$ cat config.mk
export PLATFORM = sky130hd
export DESIGN_NAME = gpw_ports
export DESIGN_NICKNAME = d
export VERILOG_FILES = /design/src/logic/gpw_pkg.sv /design/src/logic/gpw_ports.sv
export SDC_FILE = /design/constraint.sdc
export NUM_CORES = 1
export LEC_CHECK = 0
export BUFFER_PORTS_ARGS = -buffer_cell sky130_fd_sc_hd__buf_2
export CORE_MARGIN = 2
export CORE_UTILIZATION = 55
export DETAILED_ROUTE_END_ITERATION = 6
export GPL_TIMING_DRIVEN = 1
export PLACE_DENSITY = 0.75
export SYNTH_ARGS = -nofsm -noshare
export SYNTH_HDL_FRONTEND = slang
export SYNTH_SLANG_ARGS = --single-unit
$ cat constraint.sdc
create_clock -name CLK_SYS -period 3.6 [get_ports CLK_SYS]
set_clock_uncertainty 0.05 [all_clocks]
set_input_delay 0.54 -clock CLK_SYS [delete_from_list [all_inputs] [get_ports CLK_SYS]]
set_output_delay 0.54 -clock CLK_SYS [all_outputs]
set_load 0.05 [all_outputs]
$ cat src/logic/gpw_pkg.sv
package gpw_pkg;

    // Bus geometry.
    localparam int ADDR_W = 7;
    localparam int DATA_W = 32;
    localparam int GPW_NPORT = 4;

    // Register kinds within one port block of four words.
    localparam logic [1:0] KIND_DATA = 2'h0;
    localparam logic [1:0] KIND_DIR  = 2'h1;
    localparam logic [1:0] KIND_PULL = 2'h2;
    localparam logic [1:0] KIND_WAKE = 2'h3;

    // Port blocks sit at 0x00, 0x10, 0x20 and 0x30, one word per kind.
    localparam logic [ADDR_W-1:0] OFS_PORT_LIMIT = 7'h40;
    localparam logic [ADDR_W-1:0] OFS_MISC       = 7'h40;
    localparam logic [ADDR_W-1:0] OFS_STATUS     = 7'h44;
    localparam logic [ADDR_W-1:0] OFS_CLEAR      = 7'h48;
    localparam logic [ADDR_W-1:0] OFS_ENABLE     = 7'h4C;
    localparam logic [ADDR_W-1:0] OFS_BITOP      = 7'h50;

    // Implemented bits of each port: A, B and C are eight wide, D is two wide.
    localparam logic [7:0] PORT_MASK [GPW_NPORT] = '{8'hFF, 8'hFF, 8'hFF, 8'h03};

    // Reset values.
    localparam logic [7:0] RST_DATA = 8'hFF;
    localparam logic [7:0] RST_DIR  = 8'hFF;
    localparam logic [7:0] RST_PULL = 8'h00;
    localparam logic [7:0] RST_WAKE = 8'h00;
    localparam logic [7:0] RST_MISC = 8'h00;
    localparam logic [7:0] RST_IRQ  = 8'h00;

    // Control register layout.
    localparam logic [7:0] MISC_MASK = 8'hF3;
    localparam int ODE_LSB = 4;
    localparam int ODE_W   = 4;

    // Bit operation command layout.
    localparam int BOP_BIT_LSB  = 0;
    localparam int BOP_PORT_LSB = 3;
    localparam int BOP_KIND_LSB = 5;
    localparam int BOP_VAL_POS  = 7;

    // Port indices of the port with wake-up features (A) and the port with open-drain features (B).
    localparam logic [1:0] PORT_A = 2'h0;
    localparam logic [1:0] PORT_B = 2'h1;

endpackage

$ cat src/logic/gpw_ports.sv
// Notes on behaviour
// Each port A pin has a wake-up enable bit, 0 off and 1 on.
// Each port pin has a pull-high enable bit, 0 disconnected and 1 connected.
// Each port pin has a direction bit, 0 output and 1 input.
// Unimplemented register bits read as zero and ignore writes.
// Port B pins 0 to 3 become open drain when control bits 7 to 4 are set.
// Reset sets every data and direction bit to 1, so all pins start as inputs.
// Single-bit set and clear read the whole port, change one bit and write it all back.
// In SLEEP or IDLE a falling edge on a wake-enabled port A pin wakes the device.
// Direction registers take both byte writes and single-bit set or clear.
// Reading an output pin returns the output latch, not the pin level.
// Output data stays latched until rewritten, while input reads sample the live pin.
// A pull-high acts only while its pin is an input.
// Port A wake inputs are synchronised and checked for a falling edge.
//
// Implementation choices: the register addresses and register access over Avalon-MM.
module gpw_ports (
    input  wire  logic                        CLK_SYS,         // System clock.
    input  wire  logic                        RST,             // Synchronous reset.
    input  wire  logic [gpw_pkg::ADDR_W-1:0]  AVS_ADDRESS,     // Byte address.
    input  wire  logic                        AVS_READ,        // Read request.
    input  wire  logic                        AVS_WRITE,       // Write request.
    input  wire  logic [gpw_pkg::DATA_W-1:0]  AVS_WRITEDATA,   // Write data.
    input  wire  logic [3:0]                  AVS_BYTEENABLE,  // Byte lanes.
    output logic       [gpw_pkg::DATA_W-1:0]  AVS_READDATA,    // Read data.
    output logic                              AVS_WAITREQUEST, // Stall.
    input  wire  logic [7:0]                  PA_IN,           // Port A pin levels.
    output logic       [7:0]                  PA_OUT,          // Port A drive values.
    output logic       [7:0]                  PA_OE,           // Port A drive enables.
    output logic       [7:0]                  PA_PULL,         // Port A pull-high on.
    input  wire  logic [7:0]                  PB_IN,           // Port B pin levels.
    output logic       [7:0]                  PB_OUT,          // Port B drive values.
    output logic       [7:0]                  PB_OE,           // Port B drive enables.
    output logic       [7:0]                  PB_PULL,         // Port B pull-high on.
    input  wire  logic [7:0]                  PC_IN,           // Port C pin levels.
    output logic       [7:0]                  PC_OUT,          // Port C drive values.
    output logic       [7:0]                  PC_OE,           // Port C drive enables.
    output logic       [7:0]                  PC_PULL,         // Port C pull-high on.
    input  wire  logic [1:0]                  PD_IN,           // Port D pin levels.
    output logic       [1:0]                  PD_OUT,          // Port D drive values.
    output logic       [1:0]                  PD_OE,           // Port D drive enables.
    output logic       [1:0]                  PD_PULL,         // Port D pull-high on.
    input  wire  logic                        LOW_POWER,       // Device in SLEEP or IDLE.
    output logic                              WAKE,            // Wake-up pulse.
    output logic                              IRQ              // Level interrupt.
);
    import gpw_pkg::*;

    // Software visible state.
    logic [7:0] data_q   [GPW_NPORT];
    logic [7:0] dir_q    [GPW_NPORT];
    logic [7:0] pull_q   [GPW_NPORT];
    logic [7:0] wake_q;
    logic [7:0] misc_q;
    logic [7:0] status_q;
    logic [7:0] irq_en_q;

    // Port A wake synchroniser and edge history.
    logic [7:0] pa_s1;
    logic [7:0] pa_s2;
    logic [7:0] pa_s3;

    // Gathered pin levels and pin driver terms.
    logic [7:0] pin_in   [GPW_NPORT];
    logic [7:0] od_w     [GPW_NPORT];
    logic [7:0] out_w    [GPW_NPORT];
    logic [7:0] oe_w     [GPW_NPORT];
    logic [7:0] pullon_w [GPW_NPORT];

    // Bus decode.
    wire logic       req;
    wire logic       wr_fire;
    wire logic       word_ok;
    wire logic       in_ports;
    wire logic [1:0] a_port;
    wire logic [1:0] a_kind;
    wire logic       is_bitop;
    wire logic       is_clear;
    wire logic       is_misc;
    wire logic       is_enable;

    // Bit operation fields and result.
    wire logic [2:0] b_bit;
    wire logic [1:0] b_port;
    wire logic [1:0] b_kind;
    wire logic       b_val;
    wire logic [7:0] b_cur;
    wire logic [7:0] b_sel;
    wire logic [7:0] b_mod;

    // Effective register write after merging byte writes and bit operations.
    wire logic       e_wr;
    wire logic [1:0] e_port;
    wire logic [1:0] e_kind;
    wire logic [7:0] e_val;
    wire logic [7:0] e_mask;

    // Read path, wake events and next status.
    wire logic [7:0] rd_byte;
    wire logic [7:0] fall;
    wire logic [7:0] clr;
    wire logic [7:0] next_status;

    // Readback of one port register; data reads mix latch and live pins.
    function automatic logic [7:0] read_reg(input logic [1:0] p, input logic [1:0] k);
        logic [7:0] v;
        v = 8'h00;
        case (k)
            KIND_DATA: v = (dir_q[p] & pin_in[p]) | (~dir_q[p] & data_q[p]);
            KIND_DIR:  v = dir_q[p];
            KIND_PULL: v = pull_q[p];
            KIND_WAKE: v = (p == PORT_A) ? wake_q : 8'h00;
            default:   v = 8'h00;
        endcase
        return v & PORT_MASK[p];
    endfunction

    // Pin levels gathered into one array, port D padded with zeros.
    assign pin_in[0] = PA_IN;
    assign pin_in[1] = PB_IN;
    assign pin_in[2] = PC_IN;
    assign pin_in[3] = {6'h00, PD_IN};

    // Open-drain selects exist on port B bits 3 to 0 only.
    assign od_w[0] = 8'h00;
    assign od_w[1] = {4'h0, misc_q[ODE_LSB +: ODE_W]};
    assign od_w[2] = 8'h00;
    assign od_w[3] = 8'h00;

    // Driver terms per port: an open-drain pin only drives while its latch is low.
    genvar gp;
    generate
        for (gp = 0; gp < GPW_NPORT; gp++) begin : g_pin
            assign out_w[gp]    = data_q[gp] & PORT_MASK[gp];
            assign oe_w[gp]     = ~dir_q[gp] & ~(od_w[gp] & data_q[gp])
                                  & PORT_MASK[gp];
            assign pullon_w[gp] = pull_q[gp] & dir_q[gp] & PORT_MASK[gp];
        end
    endgenerate

    // Avalon decode; a write takes effect only at the edge where waitrequest is low.
    assign req       = AVS_READ | AVS_WRITE;
    assign wr_fire   = AVS_WRITE & ~AVS_WAITREQUEST & AVS_BYTEENABLE[0];
    assign word_ok   = (AVS_ADDRESS[1:0] == 2'h0);
    assign in_ports  = (AVS_ADDRESS < OFS_PORT_LIMIT) & word_ok;
    assign a_port    = AVS_ADDRESS[5:4];
    assign a_kind    = AVS_ADDRESS[3:2];
    assign is_bitop  = wr_fire & (AVS_ADDRESS == OFS_BITOP);
    assign is_clear  = wr_fire & (AVS_ADDRESS == OFS_CLEAR);
    assign is_misc   = wr_fire & (AVS_ADDRESS == OFS_MISC);
    assign is_enable = wr_fire & (AVS_ADDRESS == OFS_ENABLE);

    // Bit set or clear: read the whole register, change one bit, write it all back.
    assign b_bit = AVS_WRITEDATA[BOP_BIT_LSB +: 3];
    assign b_port = AVS_WRITEDATA[BOP_PORT_LSB +: 2];
    assign b_kind = AVS_WRITEDATA[BOP_KIND_LSB +: 2];
    assign b_val = AVS_WRITEDATA[BOP_VAL_POS];
    assign b_cur = read_reg(b_port, b_kind);
    assign b_sel = 8'h01 << b_bit;
    assign b_mod = b_val ? (b_cur | b_sel) : (b_cur & ~b_sel);

    // Byte writes and bit operations share one write path into the port registers.
    assign e_wr   = is_bitop | (wr_fire & in_ports);
    assign e_port = is_bitop ? b_port : a_port;
    assign e_kind = is_bitop ? b_kind : a_kind;
    assign e_val  = is_bitop ? b_mod : AVS_WRITEDATA[7:0];
    assign e_mask = PORT_MASK[e_port];

    // Read multiplexer; clear and bit operation words read as zero.
    assign rd_byte = in_ports                  ? read_reg(a_port, a_kind) :
                     (AVS_ADDRESS == OFS_MISC)   ? misc_q :
                     (AVS_ADDRESS == OFS_STATUS) ? status_q :
                     (AVS_ADDRESS == OFS_ENABLE) ? irq_en_q :
                                                   8'h00;

    // Falling edges seen past the synchroniser on wake-enabled port A pins.
    assign fall = pa_s3 & ~pa_s2 & wake_q;

    // A wake event arriving with a clear keeps its status bit set.
    assign clr         = is_clear ? AVS_WRITEDATA[7:0] : 8'h00;
    assign next_status = (status_q & ~clr) | fall;

    // Bus handshake: one wait cycle, then read data and release for one cycle.
    always_ff @(posedge CLK_SYS) begin
        if (RST) begin
            AVS_WAITREQUEST <= 1'b1;
            AVS_READDATA    <= 32'h0000_0000;
        end else if (req & AVS_WAITREQUEST) begin
            AVS_WAITREQUEST <= 1'b0;
            AVS_READDATA    <= {24'h00_0000, rd_byte};
        end else begin
            AVS_WAITREQUEST <= 1'b1;
        end
    end

    // Port registers; unimplemented bits are masked off on every write.
    always_ff @(posedge CLK_SYS) begin
        if (RST) begin
            for (int p = 0; p < GPW_NPORT; p++) begin
                data_q[p] <= RST_DATA;
                dir_q[p]  <= RST_DIR;
                pull_q[p] <= RST_PULL;
            end
            wake_q <= RST_WAKE;
        end else if (e_wr) begin
            case (e_kind)
                KIND_DATA: data_q[e_port] <= e_val & e_mask;
                KIND_DIR:  dir_q[e_port]  <= e_val & e_mask;
                KIND_PULL: pull_q[e_port] <= e_val & e_mask;
                KIND_WAKE: begin
                    if (e_port == PORT_A) begin
                        wake_q <= e_val;
                    end
                end
                default: wake_q <= wake_q;
            endcase
        end
    end

    // Control register; bits 3 and 2 stay zero.
    always_ff @(posedge CLK_SYS) begin
        if (RST) begin
            misc_q <= RST_MISC;
        end else if (is_misc) begin
            misc_q <= AVS_WRITEDATA[7:0] & MISC_MASK;
        end
    end

    // Interrupt status and enable.
    always_ff @(posedge CLK_SYS) begin
        if (RST) begin
            status_q <= RST_IRQ;
            irq_en_q <= RST_IRQ;
        end else begin
            status_q <= next_status;
            if (is_enable) begin
                irq_en_q <= AVS_WRITEDATA[7:0];
            end
        end
    end

    // Port A synchroniser; the first stage feeds only the second.
    always_ff @(posedge CLK_SYS) begin
        if (RST) begin
            pa_s1 <= 8'hFF;
            pa_s2 <= 8'hFF;
            pa_s3 <= 8'hFF;
        end else begin
            pa_s1 <= PA_IN;
            pa_s2 <= pa_s1;
            pa_s3 <= pa_s2;
        end
    end

    // Wake pulse and interrupt level, both registered.
    always_ff @(posedge CLK_SYS) begin
        if (RST) begin
            WAKE <= 1'b0;
            IRQ  <= 1'b0;
        end else begin
            WAKE <= LOW_POWER & (|fall);
            IRQ  <= |(status_q & irq_en_q);
        end
    end

    // Registered pin drivers; after reset all pins are undriven inputs.
    always_ff @(posedge CLK_SYS) begin
        if (RST) begin
            PA_OUT  <= 8'hFF;
            PA_OE   <= 8'h00;
            PA_PULL <= 8'h00;
            PB_OUT  <= 8'hFF;
            PB_OE   <= 8'h00;
            PB_PULL <= 8'h00;
            PC_OUT  <= 8'hFF;
            PC_OE   <= 8'h00;
            PC_PULL <= 8'h00;
            PD_OUT  <= 2'h3;
            PD_OE   <= 2'h0;
            PD_PULL <= 2'h0;
        end else begin
            PA_OUT  <= out_w[0];
            PA_OE   <= oe_w[0];
            PA_PULL <= pullon_w[0];
            PB_OUT  <= out_w[1];
            PB_OE   <= oe_w[1];
            PB_PULL <= pullon_w[1];
            PC_OUT  <= out_w[2];
            PC_OE   <= oe_w[2];
            PC_PULL <= pullon_w[2];
            PD_OUT  <= out_w[3][1:0];
            PD_OE   <= oe_w[3][1:0];
            PD_PULL <= pullon_w[3][1:0];
        end
    end

endmodule

==> Word level (Yosys, flattened, before mapping) <==
Memory sizes are Yosys's and may differ from the RTL's. A register that Yosys moved wholly into a read port is not among the register bits.
Index checks and enable logic that the tools add are counted.
{ "totals": {"register_bits": 125, "ramBits": 96, "out_inout_bits": 113, "memories": 3} }
{ "classes": {"order_cmp": 4, "eq_ne": 14, "n_shift": 1, "n_mux": 52, "bitwise_logic": 48, "n_reduce_logical": 13} }
{ "mem_list": {"columns": ["memory", "words", "word_bits", "read_ports", "rd_ports_with_merged_regs", "wr", "line", "text"], "rows": [
  ["data_q", 4, 8, 6, 3, 4, "gpw_ports.sv:50", "logic [7:0] data_q [GPW_NPORT];"],
  ["dir_q", 4, 8, 6, 0, 4, "gpw_ports.sv:51", "logic [7:0] dir_q [GPW_NPORT];"],
  ["pull_q", 4, 8, 6, 0, 4, "gpw_ports.sv:52", "logic [7:0] pull_q [GPW_NPORT];"]
]} }
{ "ops": {"columns": ["cell", "n"], "rows": [
  ["$mux 8", 22],
  ["$and 8x8->8", 16],
  ["$bmux 8 s2", 5],
  ["$not 8->8", 9],
  ["$pmux 8 s4", 2],
  ["$reduce_or 8->1", 5],
  ["$eq 7x7->1 const B", 5],
  ["$or 8x8->8", 4],
  ["$mux 1", 18],
  ["$logic_not 2->1", 7],
  ["$eq 2x2->1 const B", 6],
  ["$and 1x1->1", 10],
  ["$mux 2", 5],
  ["$ge 3x3->1 const B", 3],
  ["$not 2->3", 3],
  ["$and 4x8->8", 1],
  ["$shl 1x3->8 const A", 1],
  ["$lt 7x7->1 const B", 1],
  ["$eq 2x1->1 const B", 3],
  ["$reduce_and 3->1", 1],
  ["$and 2x2->2", 1],
  ["$not 2->2", 1],
  ["$or 1x1->1", 2],
  ["$not 1->1", 1]
]} }

==> Longest topological paths before layout <==
Gate-level depths: netlist of the first run.
{ "depth": {"word_depth": 13, "ltp_mapped": 11, "ltp_nobuf": 6} }

==> Least setup slack after synthesis of the first run <==
Ideal clock, no wire load.
{ "synth_timing": {"path_type": "reg2reg", "from": "register AVS_WAITREQUEST", "to": "memory data_q[0][0], enable pin", "setup_ps": 384, "arrival_ps": 2491, "t_required_ps": 3166, "path_slack_ps": 675, "path_stages_with_launch": 7, "n_path_buf": 1, "path_cell_list": "dfxtp_1 and3b_1 and4_1 buf_6 a21oi_4 nand3_2 o21ai_0"} }
{ "synth_rtl": {"columns": ["item", "line", "text"], "rows": [
  ["start: declaration", "gpw_ports.sv:26", "output logic AVS_WAITREQUEST,"],
  ["start signal: assignment", "gpw_ports.sv:186", "AVS_WAITREQUEST <= 1'b1;"],
  ["start signal: assignment", "gpw_ports.sv:189", "AVS_WAITREQUEST <= 1'b0;"],
  ["start signal: assignment", "gpw_ports.sv:192", "AVS_WAITREQUEST <= 1'b1;"],
  ["end: declaration", "gpw_ports.sv:50", null]
]} }

==> results of run 1 <==
[worst max path at each step]
stage | end | slack, ns | cells after the start
finish | pull_q[0][1]$_SDFFCE_PN0P_ | 0.68 | 8
floorplan | data_q[0][0]$_SDFFCE_PN1P_ | 0.67 | 6
global route | data_q[3][3]$_DFFE_PP_ | 0.65 | 10
global placement | dir_q[1][0]$_SDFFCE_PN1P_ | 0.38 | 6
detailed placement | pull_q[0][0]$_SDFFCE_PN0P_ | 0.33 | 8
CTS | dir_q[1][0]$_SDFFCE_PN1P_ | 0.86 | 4
[worst max-delay path: stages]
cell and delay, ns:
buf_2 0.11, nor2b_1 0.44, buf_4 0.24, nand3_1 0.07, o31a_1 0.35, nor3_1 0.74, nand2_1 0.16, nand2_1 0.39
[kinds of logic after synthesis]
logic type | after synthesis
other cells | 1
flops | 235
mux | 109
simple gates | 371
buf+inv | 104
compound gates | 172
[power by group through the flow]
stage               combinational, mW  clock [mW]  sequential (mW)
global placement                0.603           0             2.88
finish                          0.622        2.76             2.82
CTS                             0.611        2.79             2.82
detailed placement              0.608           0             2.88
floorplan                       0.382           0             2.94
global route                    0.653        2.90             2.82
[per-stage QoR]
stage / std cells / area, um2 / hold slack, ns / setup slack, ns / total power, mW
2_1_floorplan: 1015 / 11000 / 0.339 / 0.675 / 3.32
3_3_place_gp: 1379 / 11900 / 0.342 / 0.378 / 3.48
3_5_place_dp: 1379 / 11900 / 0.344 / 0.327 / 3.49
4_1_cts: 1425 / 12700 / 0.167 / 0.859 / 6.22
5_1_grt: 1425 / 12700 / 0.175 / 0.649 / 6.38
6_report: 1425 / 12700 / 0.173 / 0.682 / 6.20
[area by class of cell]
type,count,area share
Sequential cell,235,0.442
Tap cell,265,0.0260
Inverter,11,0.00324
Clock buffer,29,0.0511
Multi-Input combinational cell,676,0.371
Clock inverter,17,0.0186
Timing Repair Buffer,192,0.0888
[layer usage]
layer,part of all wire,global-route usage,vias to the layer above,wire (um)
met5,0,0,-,0
met4,0.038,0.112,0,1260
met3,0.11,0.0701,76,3590
met2,0.46,0.501,501,15000
met1,0.40,0.433,4201,13000
li1,-,-,3857,-
[cell usage in the layout (no fill, tap or decap), types with 10 or more instances in the layout]
cell and n:
edfxtp_1 92, mux4_2 29, o2bb2ai_1 11, dfxtp_1 143, o22ai_1 11, buf_2 134, conb_1 24, mux2_2 16
a31oi_1 13, buf_4 56, nand2_1 119, a211oi_1 12, nand3_1 10, nand3b_1 16, and3_1 27, nor2_1 90
clkbuf_16 25, o21ai_0 45, mux2i_1 60, a21oi_1 20, or2_2 50
==> impl_metrics.env, run 1 <==
export IMPL_dpl_hpwl_um=23800
export IMPL_synthXorXnorAreaFrac=0
export IMPL_critPathRequiredTime_ns=3.72
export IMPL_synthAdderAreaFrac=0
export IMPL_cts_tree="built"
export IMPL_synth_ff_type="dfxtp_1"
export IMPL_synth_area_top_cells="dfxtp_1 (26%), edfxtp_1 (25%), mux4_2 (6.0%)"
export IMPL_io_pins=187
export IMPL_grt_setup_unrepaired="false"
export IMPL_syn_area_um2=10900
export IMPL_top_regs="data_q: 32 flops, pull_q: 32 flops, dir_q: 28 flops"
export IMPL_area_delta_synth_final_pct=17.0
export IMPL_synth_largest_area_cell="dfxtp_1"
export IMPL_die_y_um=145
export IMPL_p_int_mw=4.66
export IMPL_drc_errors=0
export IMPL_reg2reg_to="dir_q[0][0]$_SDFFCE_PN1P_"
export IMPL_worst_pin_slew_ns=0.882
export IMPL_hp_class="in2reg"
export IMPL_cts_resized=0
export IMPL_switching_share=0.248
export IMPL_yosys_register_bits=235
export IMPL_ant_nets=0
export IMPL_status="finished clean"
export IMPL_vias_per_cell=6.06
export IMPL_peakVddDrop_mv=0.416
export IMPL_drtIter0Drc=929
export IMPL_fin_util=0.654
export IMPL_max_cap_viol_count=0
export IMPL_min_path_cells=2
export IMPL_io_buffers=135
export IMPL_p_seq_frac=0.455
export IMPL_clock_latency_ns=0.54
export IMPL_muxShareOfSynthArea=0.141
export IMPL_drv_slew=0
export IMPL_critPathLaunchType="input port"
export IMPL_timing_final_crit_share=0.811
export IMPL_cts_buffer_depth=3
export IMPL_cp_arrival_ns=3.04
export IMPL_synth_compound_area_frac=0.108
export IMPL_syn_inst=992
export IMPL_synth_top_family_by_area="simple AND/OR/NAND/NOR gates"
export IMPL_die_x_um=145
export IMPL_gp_congestion=1.05
export IMPL_h_tree_depth=1
export IMPL_clockPowerShare=0.445
export IMPL_critical_path_startpoint="AVS_ADDRESS[5]"
export IMPL_setup_viol=0
export IMPL_postCtsSetupBuffers=0
export IMPL_avgSynthCellArea_um2=11.0
export IMPL_grt_max_degree=75
export IMPL_drt_pre_antenna_iters=5
export IMPL_comb_power_share=0.100
export IMPL_grt_pass1_wl_um=48700
export IMPL_yosys_area_share_simple=0.176
export IMPL_root_buffer="clkbuf_16"
export IMPL_cts_sinks=235
export IMPL_grt_pass1_vias=8071
export IMPL_tns_ns=0
export IMPL_synthArstFlopShare=0
export IMPL_switchingPower_mw=1.54
export IMPL_fillCellCount=1511
export IMPL_powerDensity_nw_per_um2=487
export IMPL_num_rows=51
export IMPL_synth_edf_count=92
export IMPL_netlist_cell_type_count=74
export IMPL_worstHoldStart="PA_IN[1]"
export IMPL_r2r_start="AVS_WAITREQUEST$_SDFF_PP1_"
export IMPL_synth_top_area_share=0.263
export IMPL_multi_input_area_um2=4720
export IMPL_postRouteWirelength_um=32800
export IMPL_ys_seq_area_frac=0.517
export IMPL_drive_gt1_frac=0.305
export IMPL_hold_end="pa_s1[1]$_SDFF_PP1_"
export IMPL_crit_type="in2reg"
export IMPL_antenna_found_initial=0
export IMPL_synth_common_cells="dfxtp_1 (143), nand2_1 (119), edfxtp_1 (92), nor2_1 (90), mux2i_1 (60)"
export IMPL_slew_headroom=0.407
export IMPL_numCtsBuffers=25
export IMPL_core_area_um2=19500
export IMPL_avgRoutedWirePerCell_um=23.0
export IMPL_crit_path_end_kind="flip-flop"
export IMPL_r2r_setup_slack_ns=0.81
export IMPL_fmax_mhz=343
export IMPL_finalCriticalPeriod_ns=2.92
export IMPL_leakage_nw=4.92
export IMPL_yosysWarningCount=0
export IMPL_r2r_cells=5
export IMPL_hold_viol_final=0
export IMPL_grt_use_total=0.317
export IMPL_grt_overflow_total=0
export IMPL_layout_area_seq_um2=5630
export IMPL_start_util=0.559
export IMPL_num_vias=8635
export IMPL_fin_nets=1215
export IMPL_crit_path_max_fanout=8
export IMPL_clk_pin_slew_ns=0.06
export IMPL_hold_buffers=0
export IMPL_die_area_um2=20900
export IMPL_synth_most_common_cell="dfxtp_1"
export IMPL_antennaDiodeCount=0
Power figures use the tool's default switching activity.
==> run 2: changes to the inputs <==
Clock period 3.6 ns to 3 ns, I/O delays scaled along.
==> run 2 against run 1 <==
Effect of this change:
- utilization up 0.46 points
- routed wire length up 1.9%
- first-iteration DRC count down 5.0%
- clock-buffer cell count grew 3
- die area unchanged
- cell area increased by 0.71%
- global-route usage increased by 0.46 points
- flip-flop and latch count is the same
- non-clock buffer count rose by 20
- via count increased by 0.19%
- critical path type unchanged
- critical path depth fell by 1
==> impl_metrics.env, run 2 (synthesized netlist as in run 1, its figures left out) <==
export IMPL_clock_latency_ns=0.54
export IMPL_crit_path_end_kind="flip-flop"
export IMPL_powerDensity_nw_per_um2=554
export IMPL_die_area_um2=20900
export IMPL_top_layer_used="met4"
export IMPL_num_rows=51
export IMPL_pre_cts_ws_ns=0.0655
export IMPL_critPathRequiredTime_ns=3.19
export IMPL_ant_nets=0
export IMPL_drive_gt1_frac=0.312
export IMPL_area_delta_synth_final_pct=17.8
export IMPL_status="finished clean"
export IMPL_gp_congestion=1.01
export IMPL_drtIter0Drc=883
export IMPL_io_pins=187
export IMPL_vias_per_cell=5.99
export IMPL_leakage_nw=4.98
export IMPL_cpMaxStageDelayCell="or3_1"
export IMPL_io_buffers=135
export IMPL_num_vias=8651
export IMPL_core_area_um2=19500
export IMPL_grt_pass1_vias=7956
export IMPL_crit_path_max_fanout=8
export IMPL_cts_sinks=235
export IMPL_grt_max_degree=63
export IMPL_numCtsBuffers=24
export IMPL_critPathLaunchType="input port"
export IMPL_worst_path_buf_inv=2
export IMPL_design_area_um2=12800
export IMPL_worst_slack_ns=0.492
export IMPL_grt_overflow_total=0
export IMPL_final_common_cell="dfxtp_1"
export IMPL_grt_use_total=0.321
export IMPL_h_tree_depth=1
export IMPL_tns_ns=0
export IMPL_timing_final_crit_share=0.836
export IMPL_drc_errors=0
export IMPL_finalCriticalPeriod_ns=2.51
export IMPL_start_util=0.559
export IMPL_cts_resized=0
export IMPL_place_area_um2=12000
export IMPL_top_regs="data_q: 32 flops, pull_q: 32 flops, dir_q: 28 flops"
export IMPL_root_buffer="clkbuf_16"
export IMPL_final_cell_mix="dfxtp_1 (143), buf_2 (134), nand2_1 (119)"
export IMPL_antenna_found_initial=0
export IMPL_clk_pin_slew_ns=0.06
export IMPL_slew_headroom=0.578
export IMPL_worst_pin_slew_ns=0.631
export IMPL_met1_length_um=13400
export IMPL_fin_nets=1234
export IMPL_drt_pre_antenna_iters=6
export IMPL_wl_met2_um=15300
export IMPL_crit_type="in2reg"
export IMPL_max_cap_viol_count=0
export IMPL_cp_arrival_ns=2.70
export IMPL_die_x_um=145
export IMPL_grt_pass1_wl_um=49100
export IMPL_path_delay_family="simple AND/OR/NAND/NOR gates"
export IMPL_cts_buffer_depth=3
export IMPL_peakVddDrop_mv=0.587
export IMPL_grt_setup_unrepaired="false"
export IMPL_worstPathCellList="buf_2 -> nor2b_1 -> a41oi_1 -> or3_1 -> or3_4 -> o21ai_1 -> buf_4"
export IMPL_slowest_delay_ns=0.55
export IMPL_die_y_um=145
export IMPL_hp_class="in2reg"
export IMPL_cts_tree="built"
export IMPL_drv_slew=0
export IMPL_dpl_hpwl_um=25000
export IMPL_hold_buffers=0
export IMPL_setup_viol=0
export IMPL_postRouteWirelength_um=33500
export IMPL_avgRoutedWirePerCell_um=23.1
export IMPL_wl_met3_um=3480
export IMPL_hold_viol_final=0
export IMPL_postCtsSetupBuffers=0
export IMPL_fmax_mhz=399
[run 2: cell count changes in the layout (fill, tap and decap cells not counted), sizes merged]
| cell | before | now |
|---|---|---|
| diode | 0 | 2 |
| clkinvlp | 0 | 2 |
| buf | 192 | 212 |
| bufinv | 5 | 1 |
| clkbuf | 29 | 32 |
| inv | 12 | 9 |
[run 2: area by class of cell]
type / instances / area, um2
fillers: 1509 / 6640
flip-flops and latches: 235 / 5630
multi-input cells: 676 / 4720
repair buffers: 212 / 1320
clock buffers: 32 / 672
well taps: 265 / 332
clock inverters: 12 / 113
inverters: 11 / 41.3
diodes: 2 / 5.00
[run 2: metrics by stage]
step | power (mW) | util | instances | hold slack [ns]
3_3_place_gp | 4.20 | 0.619 | 1399 | 0.343
3_5_place_dp | 4.21 | 0.619 | 1399 | 0.345
2_1_floorplan | 3.98 | - | 1015 | 0.339
6_report | 7.10 | 0.659 | 1445 | 0.107
5_1_grt | 7.29 | 0.659 | 1443 | 0.111
4_1_cts | 7.12 | 0.659 | 1443 | 0.0923
[run 2: final timing paths]
| path | endpoint | depth (start not counted) | slack, ns | startpoint |
|---|---|---|---|---|
| setup / recovery | dir_q[1][2]$_SDFFCE_PN1P_ | 7 | 0.49 | AVS_ADDRESS[4] |
| setup reg to reg | dir_q[1][2]$_SDFFCE_PN1P_ | 5 | 0.55 | AVS_WAITREQUEST$_SDFF_PP1_ |
| hold / removal | pa_s1[1]$_SDFF_PP1_ | 2 | 0.11 | PA_IN[1] |
| hold reg to reg | pa_s2[7]$_SDFF_PP1_ | 1 | 0.36 | pa_s1[7]$_SDFF_PP1_ |
[run 2: report_power, final]
part	switching [mW]	total (mW)	internal (mW)
Sequential	0.0242	3.38	3.36
Combinational	0.523	0.772	0.249
Clock	1.27	2.95	1.68
[run 2: metal layers]
metal | up-vias | GRT usage
met2 | 505 | 0.496
met5 | - | 0
met1 | 4160 | 0.443
met4 | 0 | 0.127
met3 | 87 | 0.0717
li1 | 3899 | -
